## src/paging_defines.svh

```systemverilog
`ifndef PAGING_DEFINES_SVH
`define PAGING_DEFINES_SVH

// Operation
// - Four-level top cache tag is address 47:39
// - Top entry keeps table address and flags
// - Top fill needs present, no reserved bits
// - Set accessed flag before top fill
// - Four-level third cache tag is 47:30
// - Third entry ANDs rights, ORs execute disable
// - Third fill needs present, small size, clean
// - Set both accessed flags before third fill
// - Directory tag width depends on mode
// - Directory entry combines rights over levels
// - Directory fill needs valid non-leaf levels
// - Set every accessed flag before directory fill
// - Stale entries may live until flushed
// - Only non-leaf data cached, global ignored
// - Entries tagged and matched by context
// - Speculative walks may fill the caches
// - TLB hit uses matching context or global
// - Directory hit resumes at leaf fetch
// - Third hit resumes at directory fetch
// - Top hit resumes at third fetch
// - Skip absent caches, else full walk
// - Entries may be dropped any time
// - Global TLB entry ignores context

`define LA_W 48
`define PA_W 52
`define FRAME_W 40
`define CTX_W 12
`define ENT_W 64
`define BIT_PRESENT 0
`define BIT_WRITE 1
`define BIT_USER 2
`define BIT_WTHRU 3
`define BIT_CDIS 4
`define BIT_ACCESSED 5
`define BIT_PSIZE 7
`define BIT_NOEXEC 63
`define RSVD_MASK 64'h7FF0_0000_0000_0000
`define ACC_MASK 64'h0000_0000_0000_0020
`define TOP_TAG_W 9
`define THIRD_TAG_W 18
`define DIR_TAG_W 29
`define TOP_ENTRIES 4
`define THIRD_ENTRIES 8
`define DIR_ENTRIES 16

`endif

```

## src/paging_pkg.sv

```systemverilog
`include "paging_defines.svh"

package paging_pkg;

    typedef enum logic [1:0] {
        MODE_32 = 2'b00,
        MODE_EXT = 2'b01,
        MODE_4L = 2'b10
    } mode_t;

    typedef enum logic [2:0] {
        S_IDLE = 3'b000,
        S_LOOKUP = 3'b001,
        S_FETCH = 3'b010,
        S_CHECK = 3'b011,
        S_SETA = 3'b100
    } state_t;

    typedef struct packed {
        logic [`FRAME_W-1:0] addr;
        logic rw;
        logic us;
        logic execute_disable_flag;
        logic cache_disable_flag;
        logic write_through_flag;
    } pc_data_t;

    typedef struct packed {
        logic [`LA_W-1:0] la;
        logic [`CTX_W-1:0] ctx;
        mode_t mode;
        logic [`PA_W-1:0] root;
    } req_t;

    typedef struct packed {
        logic valid;
        logic [35:0] page;
        logic [`CTX_W-1:0] ctx;
        logic is_global;
        pc_data_t data;
    } tlb_t;

    typedef struct packed {
        logic fault;
        logic tlb_hit;
        pc_data_t data;
    } resp_t;

endpackage

```

## src/pscache.sv

```systemverilog
`timescale 1ns/100ps
`include "paging_defines.svh"

module pscache import paging_pkg::*; #(
    parameter int ENTRIES = 4,
    parameter int TAG_W = 9
) (
    // Clock and reset
    input wire logic clk,
    input wire logic rst,
    // Lookup
    input wire logic [TAG_W-1:0] lk_tag,
    input wire logic [`CTX_W-1:0] lk_ctx,
    output logic hit,
    output pc_data_t hit_data,
    // Fill
    input wire logic fill_en,
    input wire logic [TAG_W-1:0] fill_tag,
    input wire logic [`CTX_W-1:0] fill_ctx,
    input wire pc_data_t fill_data,
    // Flush
    input wire logic flush_all,
    input wire logic flush_ctx_en,
    input wire logic [`CTX_W-1:0] flush_ctx
);
    localparam int PTR_W = $clog2(ENTRIES);

    if (ENTRIES < 2 || (ENTRIES & (ENTRIES - 1)) != 0) begin : g_chk
        $error("ENTRIES must be a power of two, at least 2");
    end

    logic [ENTRIES-1:0] vld_q;
    logic [ENTRIES-1:0] match;
    logic [ENTRIES-1:0] fmatch;
    logic [TAG_W-1:0] tag_q [ENTRIES];
    logic [`CTX_W-1:0] ctx_q [ENTRIES];
    pc_data_t dat_q [ENTRIES];
    logic [PTR_W-1:0] vict_q;
    logic fill_ok;

    // Flush beats a fill in the same cycle, so no stale entry slips in
    assign fill_ok = fill_en && !flush_all &&
        !(flush_ctx_en && fill_ctx == flush_ctx);

    for (genvar i = 0; i < ENTRIES; i++) begin : g_ent
        logic kill;
        logic take;
        assign match[i] = vld_q[i] && tag_q[i] == lk_tag &&
            ctx_q[i] == lk_ctx;
        assign fmatch[i] = vld_q[i] && tag_q[i] == fill_tag &&
            ctx_q[i] == fill_ctx;
        assign kill = flush_all ||
            (flush_ctx_en && ctx_q[i] == flush_ctx);
        // Refill of a present tag overwrites it, so hits stay one-hot
        assign take = fill_ok && ((|fmatch) ? fmatch[i] :
            vict_q == PTR_W'(i));
        always_ff @(posedge clk or posedge rst) begin
            if (rst) begin
                vld_q[i] <= 1'b0;
            end else if (take) begin
                // A fill never carries a flushed context, so it may win
                vld_q[i] <= 1'b1;
            end else if (kill) begin
                vld_q[i] <= 1'b0;
            end
        end
        // Payload needs no reset; the valid bit guards it
        always_ff @(posedge clk) begin
            if (take) begin
                tag_q[i] <= fill_tag;
                ctx_q[i] <= fill_ctx;
                dat_q[i] <= fill_data;
            end
        end
    end

    // Round-robin victim; any entry may be dropped at any time
    always_ff @(posedge clk or posedge rst) begin
        if (rst) begin
            vict_q <= '0;
        end else if (fill_ok && !(|fmatch)) begin
            vict_q <= vict_q + PTR_W'(1);
        end
    end

    always_comb begin
        hit_data = '0;
        for (int k = 0; k < ENTRIES; k++) begin
            if (match[k]) begin
                hit_data = dat_q[k];
            end
        end
    end
    assign hit = |match;
endmodule

```

## src/paging_structure_cache.sv

```systemverilog
`timescale 1ns/100ps
`include "paging_defines.svh"

module paging_structure_cache import paging_pkg::*; #(
    parameter int TOP_ENTRIES = `TOP_ENTRIES,
    parameter int THIRD_ENTRIES = `THIRD_ENTRIES,
    parameter int DIR_ENTRIES = `DIR_ENTRIES,
    parameter bit IMPL_TOP = 1'b1,
    parameter bit IMPL_THIRD = 1'b1,
    parameter bit IMPL_DIR = 1'b1
) (
    // Clock and reset
    input wire logic CLK_SYS,
    input wire logic RST,
    // Translation request
    input wire logic REQ_VALID,
    input wire req_t REQ,
    output logic REQ_READY,
    // TLB probe result for the request
    input wire tlb_t TLB,
    // Translation answer
    output logic RESP_VALID,
    output resp_t RESP,
    // Table memory
    output logic MEM_REQ,
    output logic MEM_WE,
    output logic [`PA_W-1:0] MEM_ADDR,
    output logic [`ENT_W-1:0] MEM_WDATA,
    input wire logic MEM_ACK,
    input wire logic [`ENT_W-1:0] MEM_RDATA,
    // Flush
    input wire logic FLUSH_ALL,
    input wire logic FLUSH_CTX_EN,
    input wire logic [`CTX_W-1:0] FLUSH_CTX
);
    state_t st_q, st_d;
    req_t req_q;
    logic [`PA_W-1:0] base_q;
    logic [1:0] lvl_q;
    logic rw_q, us_q, noexec_q;
    logic [`ENT_W-1:0] ent_q;
    logic ready_q, resp_valid_q;
    resp_t resp_q;
    logic mem_req_q, mem_we_q;
    logic [`PA_W-1:0] mem_addr_q;
    logic [`ENT_W-1:0] mem_wdata_q;

    assign REQ_READY = ready_q;
    assign RESP_VALID = resp_valid_q;
    assign RESP = resp_q;
    assign MEM_REQ = mem_req_q;
    assign MEM_WE = mem_we_q;
    assign MEM_ADDR = mem_addr_q;
    assign MEM_WDATA = mem_wdata_q;

    // Byte offset of the entry within its table
    function automatic logic [11:0] ent_off(mode_t m, logic [1:0] l,
                                            logic [`LA_W-1:0] la);
        logic [11:0] o;
        o = 12'h000;
        if (m == MODE_32) begin
            o = (l == 2'h1) ? {la[31:22], 2'b00} : {la[21:12], 2'b00};
        end else begin
            case (l)
                2'h3: o = {la[47:39], 3'b000};
                2'h2: o = (m == MODE_EXT) ? {7'h00, la[31:30], 3'b000} :
                    {la[38:30], 3'b000};
                2'h1: o = {la[29:21], 3'b000};
                default: o = {la[20:12], 3'b000};
            endcase
        end
        return o;
    endfunction

    // Mode kept in the tag so entries of other modes never alias
    function automatic logic [`DIR_TAG_W-1:0] dir_tag(mode_t m,
                                                     logic [`LA_W-1:0] la);
        logic [`DIR_TAG_W-1:0] t;
        t = '0;
        case (m)
            MODE_32: t = {m, 17'h0_0000, la[31:22]};
            MODE_EXT: t = {m, 16'h0000, la[31:21]};
            default: t = {m, la[47:21]};
        endcase
        return t;
    endfunction

    // Entry decode
    logic is32, is4l;
    logic e_p, e_rw, e_us, e_wthru, e_nocache, e_a, e_sz, e_noexec, e_rsvd;
    logic [`FRAME_W-1:0] e_addr, leaf_frame;
    logic e_bad, e_leaf, rw_n, us_n, noexec_n;
    logic descend, finish, need_a, fault;
    assign is32 = req_q.mode == MODE_32;
    assign is4l = req_q.mode == MODE_4L;
    assign e_p = ent_q[`BIT_PRESENT];
    assign e_rw = ent_q[`BIT_WRITE];
    assign e_us = ent_q[`BIT_USER];
    assign e_wthru = ent_q[`BIT_WTHRU];
    assign e_nocache = ent_q[`BIT_CDIS];
    assign e_a = ent_q[`BIT_ACCESSED];
    assign e_sz = ent_q[`BIT_PSIZE];
    assign e_noexec = !is32 && ent_q[`BIT_NOEXEC];
    assign e_rsvd = !is32 && (|(ent_q & `RSVD_MASK));
    assign e_addr = is32 ? {20'h0_0000, ent_q[31:12]} : ent_q[51:12];
    // Size flag is illegal at the top, and above directory outside 4L
    assign e_bad = !e_p || e_rsvd || (e_sz && lvl_q == 2'h3) ||
        (e_sz && lvl_q == 2'h2 && !is4l);
    assign e_leaf = lvl_q == 2'h0 || e_sz;
    assign rw_n = rw_q & e_rw;
    assign us_n = us_q & e_us;
    assign noexec_n = noexec_q | e_noexec;
    assign descend = st_q == S_CHECK && !e_bad && e_a && !e_leaf;
    assign finish = st_q == S_CHECK && !e_bad && e_a && e_leaf;
    assign need_a = st_q == S_CHECK && !e_bad && !e_a;
    assign fault = st_q == S_CHECK && e_bad;
    assign leaf_frame = (lvl_q == 2'h0) ? e_addr :
        (lvl_q == 2'h2) ? {e_addr[39:18], req_q.la[29:12]} :
        is32 ? {e_addr[39:10], req_q.la[21:12]} :
        {e_addr[39:9], req_q.la[20:12]};

    // Fills happen only once the entry passed checks with accessed set
    logic fill_top, fill_third, fill_dir;
    pc_data_t fill_data;
    assign fill_top = IMPL_TOP && descend && lvl_q == 2'h3;
    assign fill_third = IMPL_THIRD && descend && lvl_q == 2'h2 &&
        is4l;
    assign fill_dir = IMPL_DIR && descend && lvl_q == 2'h1;
    assign fill_data = '{e_addr, rw_n, us_n, noexec_n, e_nocache,
        e_wthru};

    // Lookup side
    logic top_hit, third_hit, dir_hit;
    logic top_use, third_use, dir_use, tlb_use;
    pc_data_t top_data, third_data, dir_data, hd;
    assign top_use = IMPL_TOP && top_hit && is4l;
    assign third_use = IMPL_THIRD && third_hit && is4l;
    assign dir_use = IMPL_DIR && dir_hit;
    assign hd = dir_use ? dir_data : third_use ? third_data : top_data;
    assign tlb_use = TLB.valid && TLB.page == REQ.la[47:12] &&
        (TLB.ctx == REQ.ctx || TLB.is_global);

    pscache #(.ENTRIES(TOP_ENTRIES), .TAG_W(`TOP_TAG_W)) u_top (
        .clk(CLK_SYS), .rst(RST),
        .lk_tag(req_q.la[47:39]), .lk_ctx(req_q.ctx),
        .hit(top_hit), .hit_data(top_data),
        .fill_en(fill_top), .fill_tag(req_q.la[47:39]),
        .fill_ctx(req_q.ctx), .fill_data(fill_data),
        .flush_all(FLUSH_ALL), .flush_ctx_en(FLUSH_CTX_EN),
        .flush_ctx(FLUSH_CTX)
    );

    pscache #(.ENTRIES(THIRD_ENTRIES), .TAG_W(`THIRD_TAG_W)) u_third (
        .clk(CLK_SYS), .rst(RST),
        .lk_tag(req_q.la[47:30]), .lk_ctx(req_q.ctx),
        .hit(third_hit), .hit_data(third_data),
        .fill_en(fill_third), .fill_tag(req_q.la[47:30]),
        .fill_ctx(req_q.ctx), .fill_data(fill_data),
        .flush_all(FLUSH_ALL), .flush_ctx_en(FLUSH_CTX_EN),
        .flush_ctx(FLUSH_CTX)
    );

    pscache #(.ENTRIES(DIR_ENTRIES), .TAG_W(`DIR_TAG_W)) u_dir (
        .clk(CLK_SYS), .rst(RST),
        .lk_tag(dir_tag(req_q.mode, req_q.la)), .lk_ctx(req_q.ctx),
        .hit(dir_hit), .hit_data(dir_data),
        .fill_en(fill_dir), .fill_tag(dir_tag(req_q.mode, req_q.la)),
        .fill_ctx(req_q.ctx), .fill_data(fill_data),
        .flush_all(FLUSH_ALL), .flush_ctx_en(FLUSH_CTX_EN),
        .flush_ctx(FLUSH_CTX)
    );

    always_comb begin
        st_d = st_q;
        unique case (st_q)
            S_IDLE: if (REQ_VALID && !tlb_use) st_d = S_LOOKUP;
            S_LOOKUP: st_d = S_FETCH;
            S_FETCH: if (mem_req_q && MEM_ACK) st_d = S_CHECK;
            S_CHECK: begin
                if (fault || finish) begin
                    st_d = S_IDLE;
                end else if (need_a) begin
                    st_d = S_SETA;
                end else begin
                    st_d = S_FETCH;
                end
            end
            S_SETA: if (mem_req_q && MEM_ACK) st_d = S_CHECK;
        endcase
    end

    always_ff @(posedge CLK_SYS or posedge RST) begin
        if (RST) begin
            st_q <= S_IDLE;
            ready_q <= 1'b1;
        end else begin
            st_q <= st_d;
            ready_q <= st_d == S_IDLE;
        end
    end

    // Walk position; caches are never snooped, stale data stays
    always_ff @(posedge CLK_SYS or posedge RST) begin
        if (RST) begin
            req_q <= '0;
            base_q <= '0;
            lvl_q <= 2'h0;
            rw_q <= 1'b1;
            us_q <= 1'b1;
            noexec_q <= 1'b0;
        end else if (st_q == S_IDLE && REQ_VALID) begin
            req_q <= REQ;
        end else if (st_q == S_LOOKUP) begin
            if (dir_use || third_use || top_use) begin
                base_q <= {hd.addr, 12'h000};
                rw_q <= hd.rw;
                us_q <= hd.us;
                noexec_q <= hd.execute_disable_flag;
                lvl_q <= dir_use ? 2'h0 :
                    third_use ? 2'h1 : 2'h2;
            end else begin
                base_q <= req_q.root;
                rw_q <= 1'b1;
                us_q <= 1'b1;
                noexec_q <= 1'b0;
                lvl_q <= is4l ? 2'h3 : is32 ? 2'h1 : 2'h2;
            end
        end else if (descend) begin
            base_q <= {e_addr, 12'h000};
            lvl_q <= lvl_q - 2'h1;
            // Extended mode takes no rights from its third-level entry, only from directory and leaf
            if (is4l || lvl_q != 2'h2) begin
                rw_q <= rw_n;
                us_q <= us_n;
                noexec_q <= noexec_n;
            end
        end
    end

    always_ff @(posedge CLK_SYS or posedge RST) begin
        if (RST) begin
            ent_q <= '0;
        end else if (mem_req_q && MEM_ACK) begin
            ent_q <= (st_q == S_SETA) ? (ent_q | `ACC_MASK) : MEM_RDATA;
        end
    end

    // Request held until acknowledged
    always_ff @(posedge CLK_SYS or posedge RST) begin
        if (RST) begin
            mem_req_q <= 1'b0;
            mem_we_q <= 1'b0;
            mem_addr_q <= '0;
            mem_wdata_q <= '0;
        end else if (mem_req_q && MEM_ACK) begin
            mem_req_q <= 1'b0;
        end else if (!mem_req_q && st_q == S_FETCH) begin
            mem_req_q <= 1'b1;
            mem_we_q <= 1'b0;
            mem_addr_q <= base_q +
                {40'h00_0000_0000, ent_off(req_q.mode, lvl_q, req_q.la)};
        end else if (!mem_req_q && st_q == S_SETA) begin
            mem_req_q <= 1'b1;
            mem_we_q <= 1'b1;
            mem_wdata_q <= ent_q | `ACC_MASK;
        end
    end

    always_ff @(posedge CLK_SYS or posedge RST) begin
        if (RST) begin
            resp_valid_q <= 1'b0;
            resp_q <= '0;
        end else begin
            resp_valid_q <= 1'b0;
            if (st_q == S_IDLE && REQ_VALID && tlb_use) begin
                resp_valid_q <= 1'b1;
                resp_q <= '{1'b0, 1'b1, TLB.data};
            end else if (finish) begin
                resp_valid_q <= 1'b1;
                resp_q <= '{1'b0, 1'b0,
                    '{leaf_frame, rw_n, us_n, noexec_n, e_nocache, e_wthru}};
            end else if (fault) begin
                resp_valid_q <= 1'b1;
                resp_q <= '{1'b1, 1'b0, '0};
            end
        end
    end
endmodule

```

## config.mk

```make
export PLATFORM = sky130hd
export DESIGN_NAME = paging_structure_cache
export DESIGN_NICKNAME = d
export VERILOG_FILES = /design/src/paging_pkg.sv /design/src/pscache.sv /design/src/paging_structure_cache.sv
export VERILOG_INCLUDE_DIRS = /design/src
export SDC_FILE = /design/constraint.sdc
export NUM_CORES = 2
export LEC_CHECK = 0
export ABC_AREA = 1
export BUFFER_PORTS_ARGS = -buffer_cell sky130_fd_sc_hd__buf_2
export CELL_PAD_IN_SITES_DETAIL_PLACEMENT = 1
export CELL_PAD_IN_SITES_GLOBAL_PLACEMENT = 1
export CORE_MARGIN = 2
export CORE_UTILIZATION = 32
export DETAILED_ROUTE_END_ITERATION = 6
export PLACE_DENSITY_LB_ADDON = 0.1
export SYNTH_ARGS = -nofsm -noshare
export SYNTH_HDL_FRONTEND = slang
export SYNTH_HIERARCHICAL = 1
export SYNTH_SLANG_ARGS = --single-unit
```

## constraint.sdc

```tcl
create_clock -name CLK_SYS -period 11.6 [get_ports CLK_SYS]
set_clock_uncertainty 0.05 [all_clocks]
set_input_delay 0.58 -clock CLK_SYS [delete_from_list [all_inputs] [get_ports CLK_SYS]]
set_output_delay 0.58 -clock CLK_SYS [all_outputs]
set_load 0.01 [all_outputs]
```

Yosys cells after proc, flatten, opt, wreduce, memory -nomap -nowiden
Memories as Yosys holds them, arrays and structs flattened.
Cells that the tools add are included.
{"block": "totals", "regBits": 442, "mem_bits_rw": 2240, "out_inout_bits": 167, "word_cells": 667, "mem_count": 9}
{"block": "op_classes", "addsub": 5, "n_eq_ne": 122, "mux": 219, "bitwise": 7, "n_reduce_logical": 248}
{"memory": "u_dir.dat_q", "depth": 16, "word_bits": 45, "read_ports": 16, "rd_ports_with_merged_regs": 0, "write_ports": 16, "line_no": "pscache.sv:37", "text": "pc_data_t dat_q [ENTRIES];"}
{"memory": "u_dir.tag_q", "depth": 16, "word_bits": 29, "read_ports": 16, "rd_ports_with_merged_regs": 0, "write_ports": 16, "line_no": "pscache.sv:35", "text": "logic [TAG_W-1:0] tag_q [ENTRIES];"}
{"memory": "u_third.dat_q", "depth": 8, "word_bits": 45, "read_ports": 8, "rd_ports_with_merged_regs": 0, "write_ports": 8, "line_no": "pscache.sv:37"}
{"memory": "u_dir.ctx_q", "depth": 16, "word_bits": 12, "read_ports": 16, "rd_ports_with_merged_regs": 0, "write_ports": 16, "line_no": "pscache.sv:36", "text": "logic [`CTX_W-1:0] ctx_q [ENTRIES];"}
{"memory": "u_top.dat_q", "depth": 4, "word_bits": 45, "read_ports": 4, "rd_ports_with_merged_regs": 0, "write_ports": 4, "line_no": "pscache.sv:37"}
{"memory": "u_third.tag_q", "depth": 8, "word_bits": 18, "read_ports": 8, "rd_ports_with_merged_regs": 0, "write_ports": 8, "line_no": "pscache.sv:35"}
{"memory": "3 more memories"}
{"operator": "45-bit two-way mux", "count": 30}
{"operator": "12-bit equality test", "count": 58}
{"operator": "29-bit equality test", "count": 16}
{"operator": "1-bit two-way mux", "count": 159}
{"operator": "52-bit two-way mux", "count": 3}
{"operator": "1-bit logical AND", "count": 147}
{"operator": "18-bit equality test", "count": 8}
{"operator": "47-bit two-way mux", "count": 3}
{"operator": "2-bit nonzero test", "count": 31}
{"operator": "12-bit two-way mux", "count": 5}
{"operator": "27-bit one-hot mux with 2 select lines", "count": 1}
{"operator": "52-bit by 12-bit adder with 52-bit output", "count": 1}
{"operator": "40-bit two-way mux", "count": 1}
{"operator": "1-bit logical OR", "count": 37}
{"operator": "36-bit equality test", "count": 1}
{"operator": "9-bit equality test", "count": 4}
{"operator": "18-bit two-way mux", "count": 2}
{"operator": "12-bit one-hot mux with 3 select lines", "count": 1}
{"operator": "4-bit equality test, second input constant", "count": 8}
{"operator": "4-bit by 3-bit equality test with 1-bit output, second input constant", "count": 4}
{"operator": "16-bit OR reduction", "count": 1}
{"operator": "3-bit equality test, second input constant", "count": 5}
{"operator": "2-bit two-way mux", "count": 7}
{"operator": "1-bit zero test", "count": 13}
{"operator": "28 further kinds", "count": 55}

Depth between registers and ports, before layout
{"block": "depth", "depth_word": 24, "mapped_depth": 36}

Cells and area by module
Netlist, hierarchy kept.
{"module": "pscache at u_dir", "instances": 1, "cells_per_inst": 7177, "area_per_inst_um2": 70930.5, "seq_area_each_um2": 41820.1}
{"module": "pscache at u_third", "instances": 1, "cells_per_inst": 3390, "area_per_inst_um2": 31298.8, "seq_area_each_um2": 18292.5}
{"module": "paging_structure_cache", "instances": 1, "cells_per_inst": 2651, "area_per_inst_um2": 20239.4, "seq_area_each_um2": 9838.2}
{"module": "pscache at u_top", "instances": 1, "cells_per_inst": 1568, "area_per_inst_um2": 14159.8, "seq_area_each_um2": 8077.7}

Least setup slack after synthesis
Ideal clock, no wire load.
{"block": "synth_timing", "path_kind": "register to register", "start": "register req_q[53] (netlist bit)", "end": "memory u_dir/ctx_q[0][84] (netlist bit), enable pin", "arrival_ns": 6.341, "t_required_ns": 11.103, "slack_ns": 4.762, "path_stages_with_launch": 20, "path_buffers": 5, "synth_period_minus_slack_ns": 6.838, "path_cell_list": "dfrtp_1 > buf_6 > nor2_4 > clkbuf_1 > clkbuf_1 > o21ai_0 > clkinv_1 > buf_2 > o22ai_1 > nor2_1 > nand4_1 > nor2_1 > nand3_1 > nand2_1 > nor2_1 > nand2_1 > nor2_1 > buf_2 > nand4_1 > nand2_1"}
{"item": "from (decl)", "line_no": "paging_structure_cache.sv:37", "text": "req_t req_q;"}
{"item": "from (signal assigned)", "line_no": "paging_structure_cache.sv:205", "text": "req_q <= '0;"}
{"item": "from (signal assigned)", "line_no": "paging_structure_cache.sv:212", "text": "req_q <= REQ;"}
{"item": "to (decl)", "line_no": "pscache.sv:36"}

==> impl_metrics.yaml <==
setup_path:
  reg2reg_to: "u_dir/dat_q[1][150]"
  path_class: "flop to flop"
  end_kind: "flop"
  reg2reg_depth: 19
  regToRegSetupSlack_ns: 3.29
  crit_slowest_cell: "clkinv_1"
  cp.arrival_ns: 8.78
  path_cells: "nor2_4 -> buf_4 -> nand2_1 -> o21ai_4 -> buf_4 -> clkinv_1 -> a221oi_1 -> nand3_1 -> nor3_1 -> nand3_1 -> nand2_1 -> nor2_1 -> nand2_1 -> nor2_1 -> buf_4 -> nand2_1 -> nand3_1 -> clkinv_2 -> buf_4"
  cp_max_fo: 43
  start_kind: "flop"
  r2r-start: "req_q[53]"
  crit_path_max_incr_delay_ns: 1.00
  timing.critical_path.required_ns: 12.07
global_route:
  grt_util_met1: 0.435
  grt_antenna_before_repair: 68
  grt_use_total: 0.318
  grt_max_degree: 94
  use_met2: 0.485
  first_global_vias: 116188
  grt_overflow_total: 0
  grt_pass1_wl_um: 953000
  use_met3: 0.0640
  busiest_layer: "met2"
timing:
  slew_headroom: 0.110
  rsz0062_at_grt: "false"
  period_share: 0.716
  tightest_slew_ns: 1.32
  period_needed_ns: 8.31
  setup_viol: 0
  setup_tns_ns: 0
  max_freq_mhz: 120
  hold_violations: 0
  drv_slew: 0
run_status:
  failed_checks: "design-rule violations"
  status: "complete, but fails checks"
floorplan:
  dieArea_mm2: 0.425
  core-area_mm2: 0.417
  die_w_um: 652
  io_pins: 458
  std_cell_rows: 237
  initial_utilization: 0.322
  die_h_um: 652
clock_tree:
  worst_skew_pair.late_latency_ns: 0.99
  cts.sinks: 2614
  postCtsResizedCells: 0
  clockRootBuffer: "clkbuf_16"
  cts.path.max_buffers: 4
  cts_max_level: 5
  cts_inserted_buffers: 326
  path_clk_slew_ns: 0.06
  cts_tree: "done"
  cts_setup_buffers: 0
  hold_buffers: 210
placement:
  port_buffers: 445
  dp_hpwl_um: 457000
  gp_congestion: 0.956
worst_hold_path:
  hold_path.class: "input port to flop"
  hold_path.startpoint: "REQ[60]"
  min_to: "req_q[60]"
  min_path_cells: 3
route:
  drt-total-wl_um: 696000
  dr.pass1.iters: 7
  viasPerCell: 5.65
  drc: 1
  postRouteAntennaNets: 0
  vias: 118597
  first_iter_violations: 14611
  wire_per_inst_um: 33.1
power_and_ir_drop:
  ir_drop_mv: 0.223
  p_per_area_mw_per_mm2: 241
  leakagePower_nw: 62.8
finish:
  syn_to_final_growth_pct: 16.0
  layout-drive-gt1-share: 0.111
  fin_util: 0.374
  nets: 15528
flow_run:
  drv_cap: 0
logic_synthesis:
  synthCells: 14580
  yosysWarnings: 6
  avgSynthCellArea_um2: 9.21
  synth.net_count: 14900
  netlist_area_mm2: 0.134
layout by cell type (no fill, tap or decap), types with 210 or more instances in the layout:
master and n:
xnor2_1 356, buf_2 445, clkbuf_16 337, dfrtp_1 396
buf_4 336, inv_1 1511, a21oi_1 310, xor2_1 243
o21ai_0 507, nor2_1 1484, dlygate4sd3_1 210, nand4_1 286
nand3_1 529, edfxtp_1 2184, o22ai_1 893, nand2_1 3746
critical path: cells and delay by family (launching register included):
kind	cells	cell delay, ns
flip-flops	1	0.71
AO/OA/AOI/OAI	2	0.79
AND/OR/NAND/NOR	11	2.56
buffers and inverters	6	3.55
report_power, final:
part	internal, W	switching [W]	total, W
clock	0.00595	0.00435	0.0103
combinational	0.00299	0.0114	0.0143
sequential	0.0119	0.000990	0.0129
total	0.0208	0.0167	0.0375
worst max-delay path by stage:
stage              start                  end  slack (ns)  depth (start not counted)
6_report       req_q[53]  u_dir/dat_q[1][150]        3.29                         19
5_1_grt        req_q[53]  u_dir/dat_q[1][150]        3.13                         19
4_1_cts        req_q[53]  u_dir/dat_q[0][184]        3.50                         19
3_5_place_dp   req_q[53]   u_dir/ctx_q[0][58]        3.58                         19
3_3_place_gp   req_q[53]   u_dir/ctx_q[0][58]        3.67                         19
2_1_floorplan        RST          MEM_ADDR[0]        0.05                          1
through the flow:
step	instance area [um2]	cells	setup slack (ns)	hold WS, ns	total power [W]
2_1_floorplan	134000	14580	0.0490	0.321	0.0188
3_3_place_gp	143000	20167	3.67	0.402	0.0267
3_5_place_dp	143000	20167	3.58	0.403	0.0268
4_1_cts	156000	20960	3.50	0.0135	0.0371
5_1_grt	156000	20967	3.13	0.0968	0.0383
6_report	156000	21003	3.29	0.120	0.0375
layout make-up:
class,instances,area [um2]
diodes,43,108
clock buffers,445,9070
clock inverters,138,1400
fillers,47515,261000
inverters,1681,6350
multi-input cells,9580,48500
flip-flops and latches,2614,76400
well taps,5497,6880
repair buffers,1005,7130
flip-flops by register name, indices dropped and copies added (netlist names), 48 cells and up:
register and flops:
u_third/dat_q 344, MEM_WDATA 64, MEM_ADDR 52, u_third/tag_q 144, ent_q 64, u_top/ctx_q 48
u_dir/ctx_q 192, u_third/ctx_q 96, u_top/dat_q 172, req_q 102, u_dir/dat_q 688, u_dir/tag_q 464
base_q 52
per-layer routing:
| metal | vias to the layer above | wire (um) |
|---|---|---|
| met1 | 60328 | 297000 |
| met2 | 5954 | 302000 |
| li1 | 50801 | - |
| met5 | - | 243 |
| met3 | 1476 | 61000 |
| met4 | 38 | 35900 |
(Power assumes the default switching activity.)
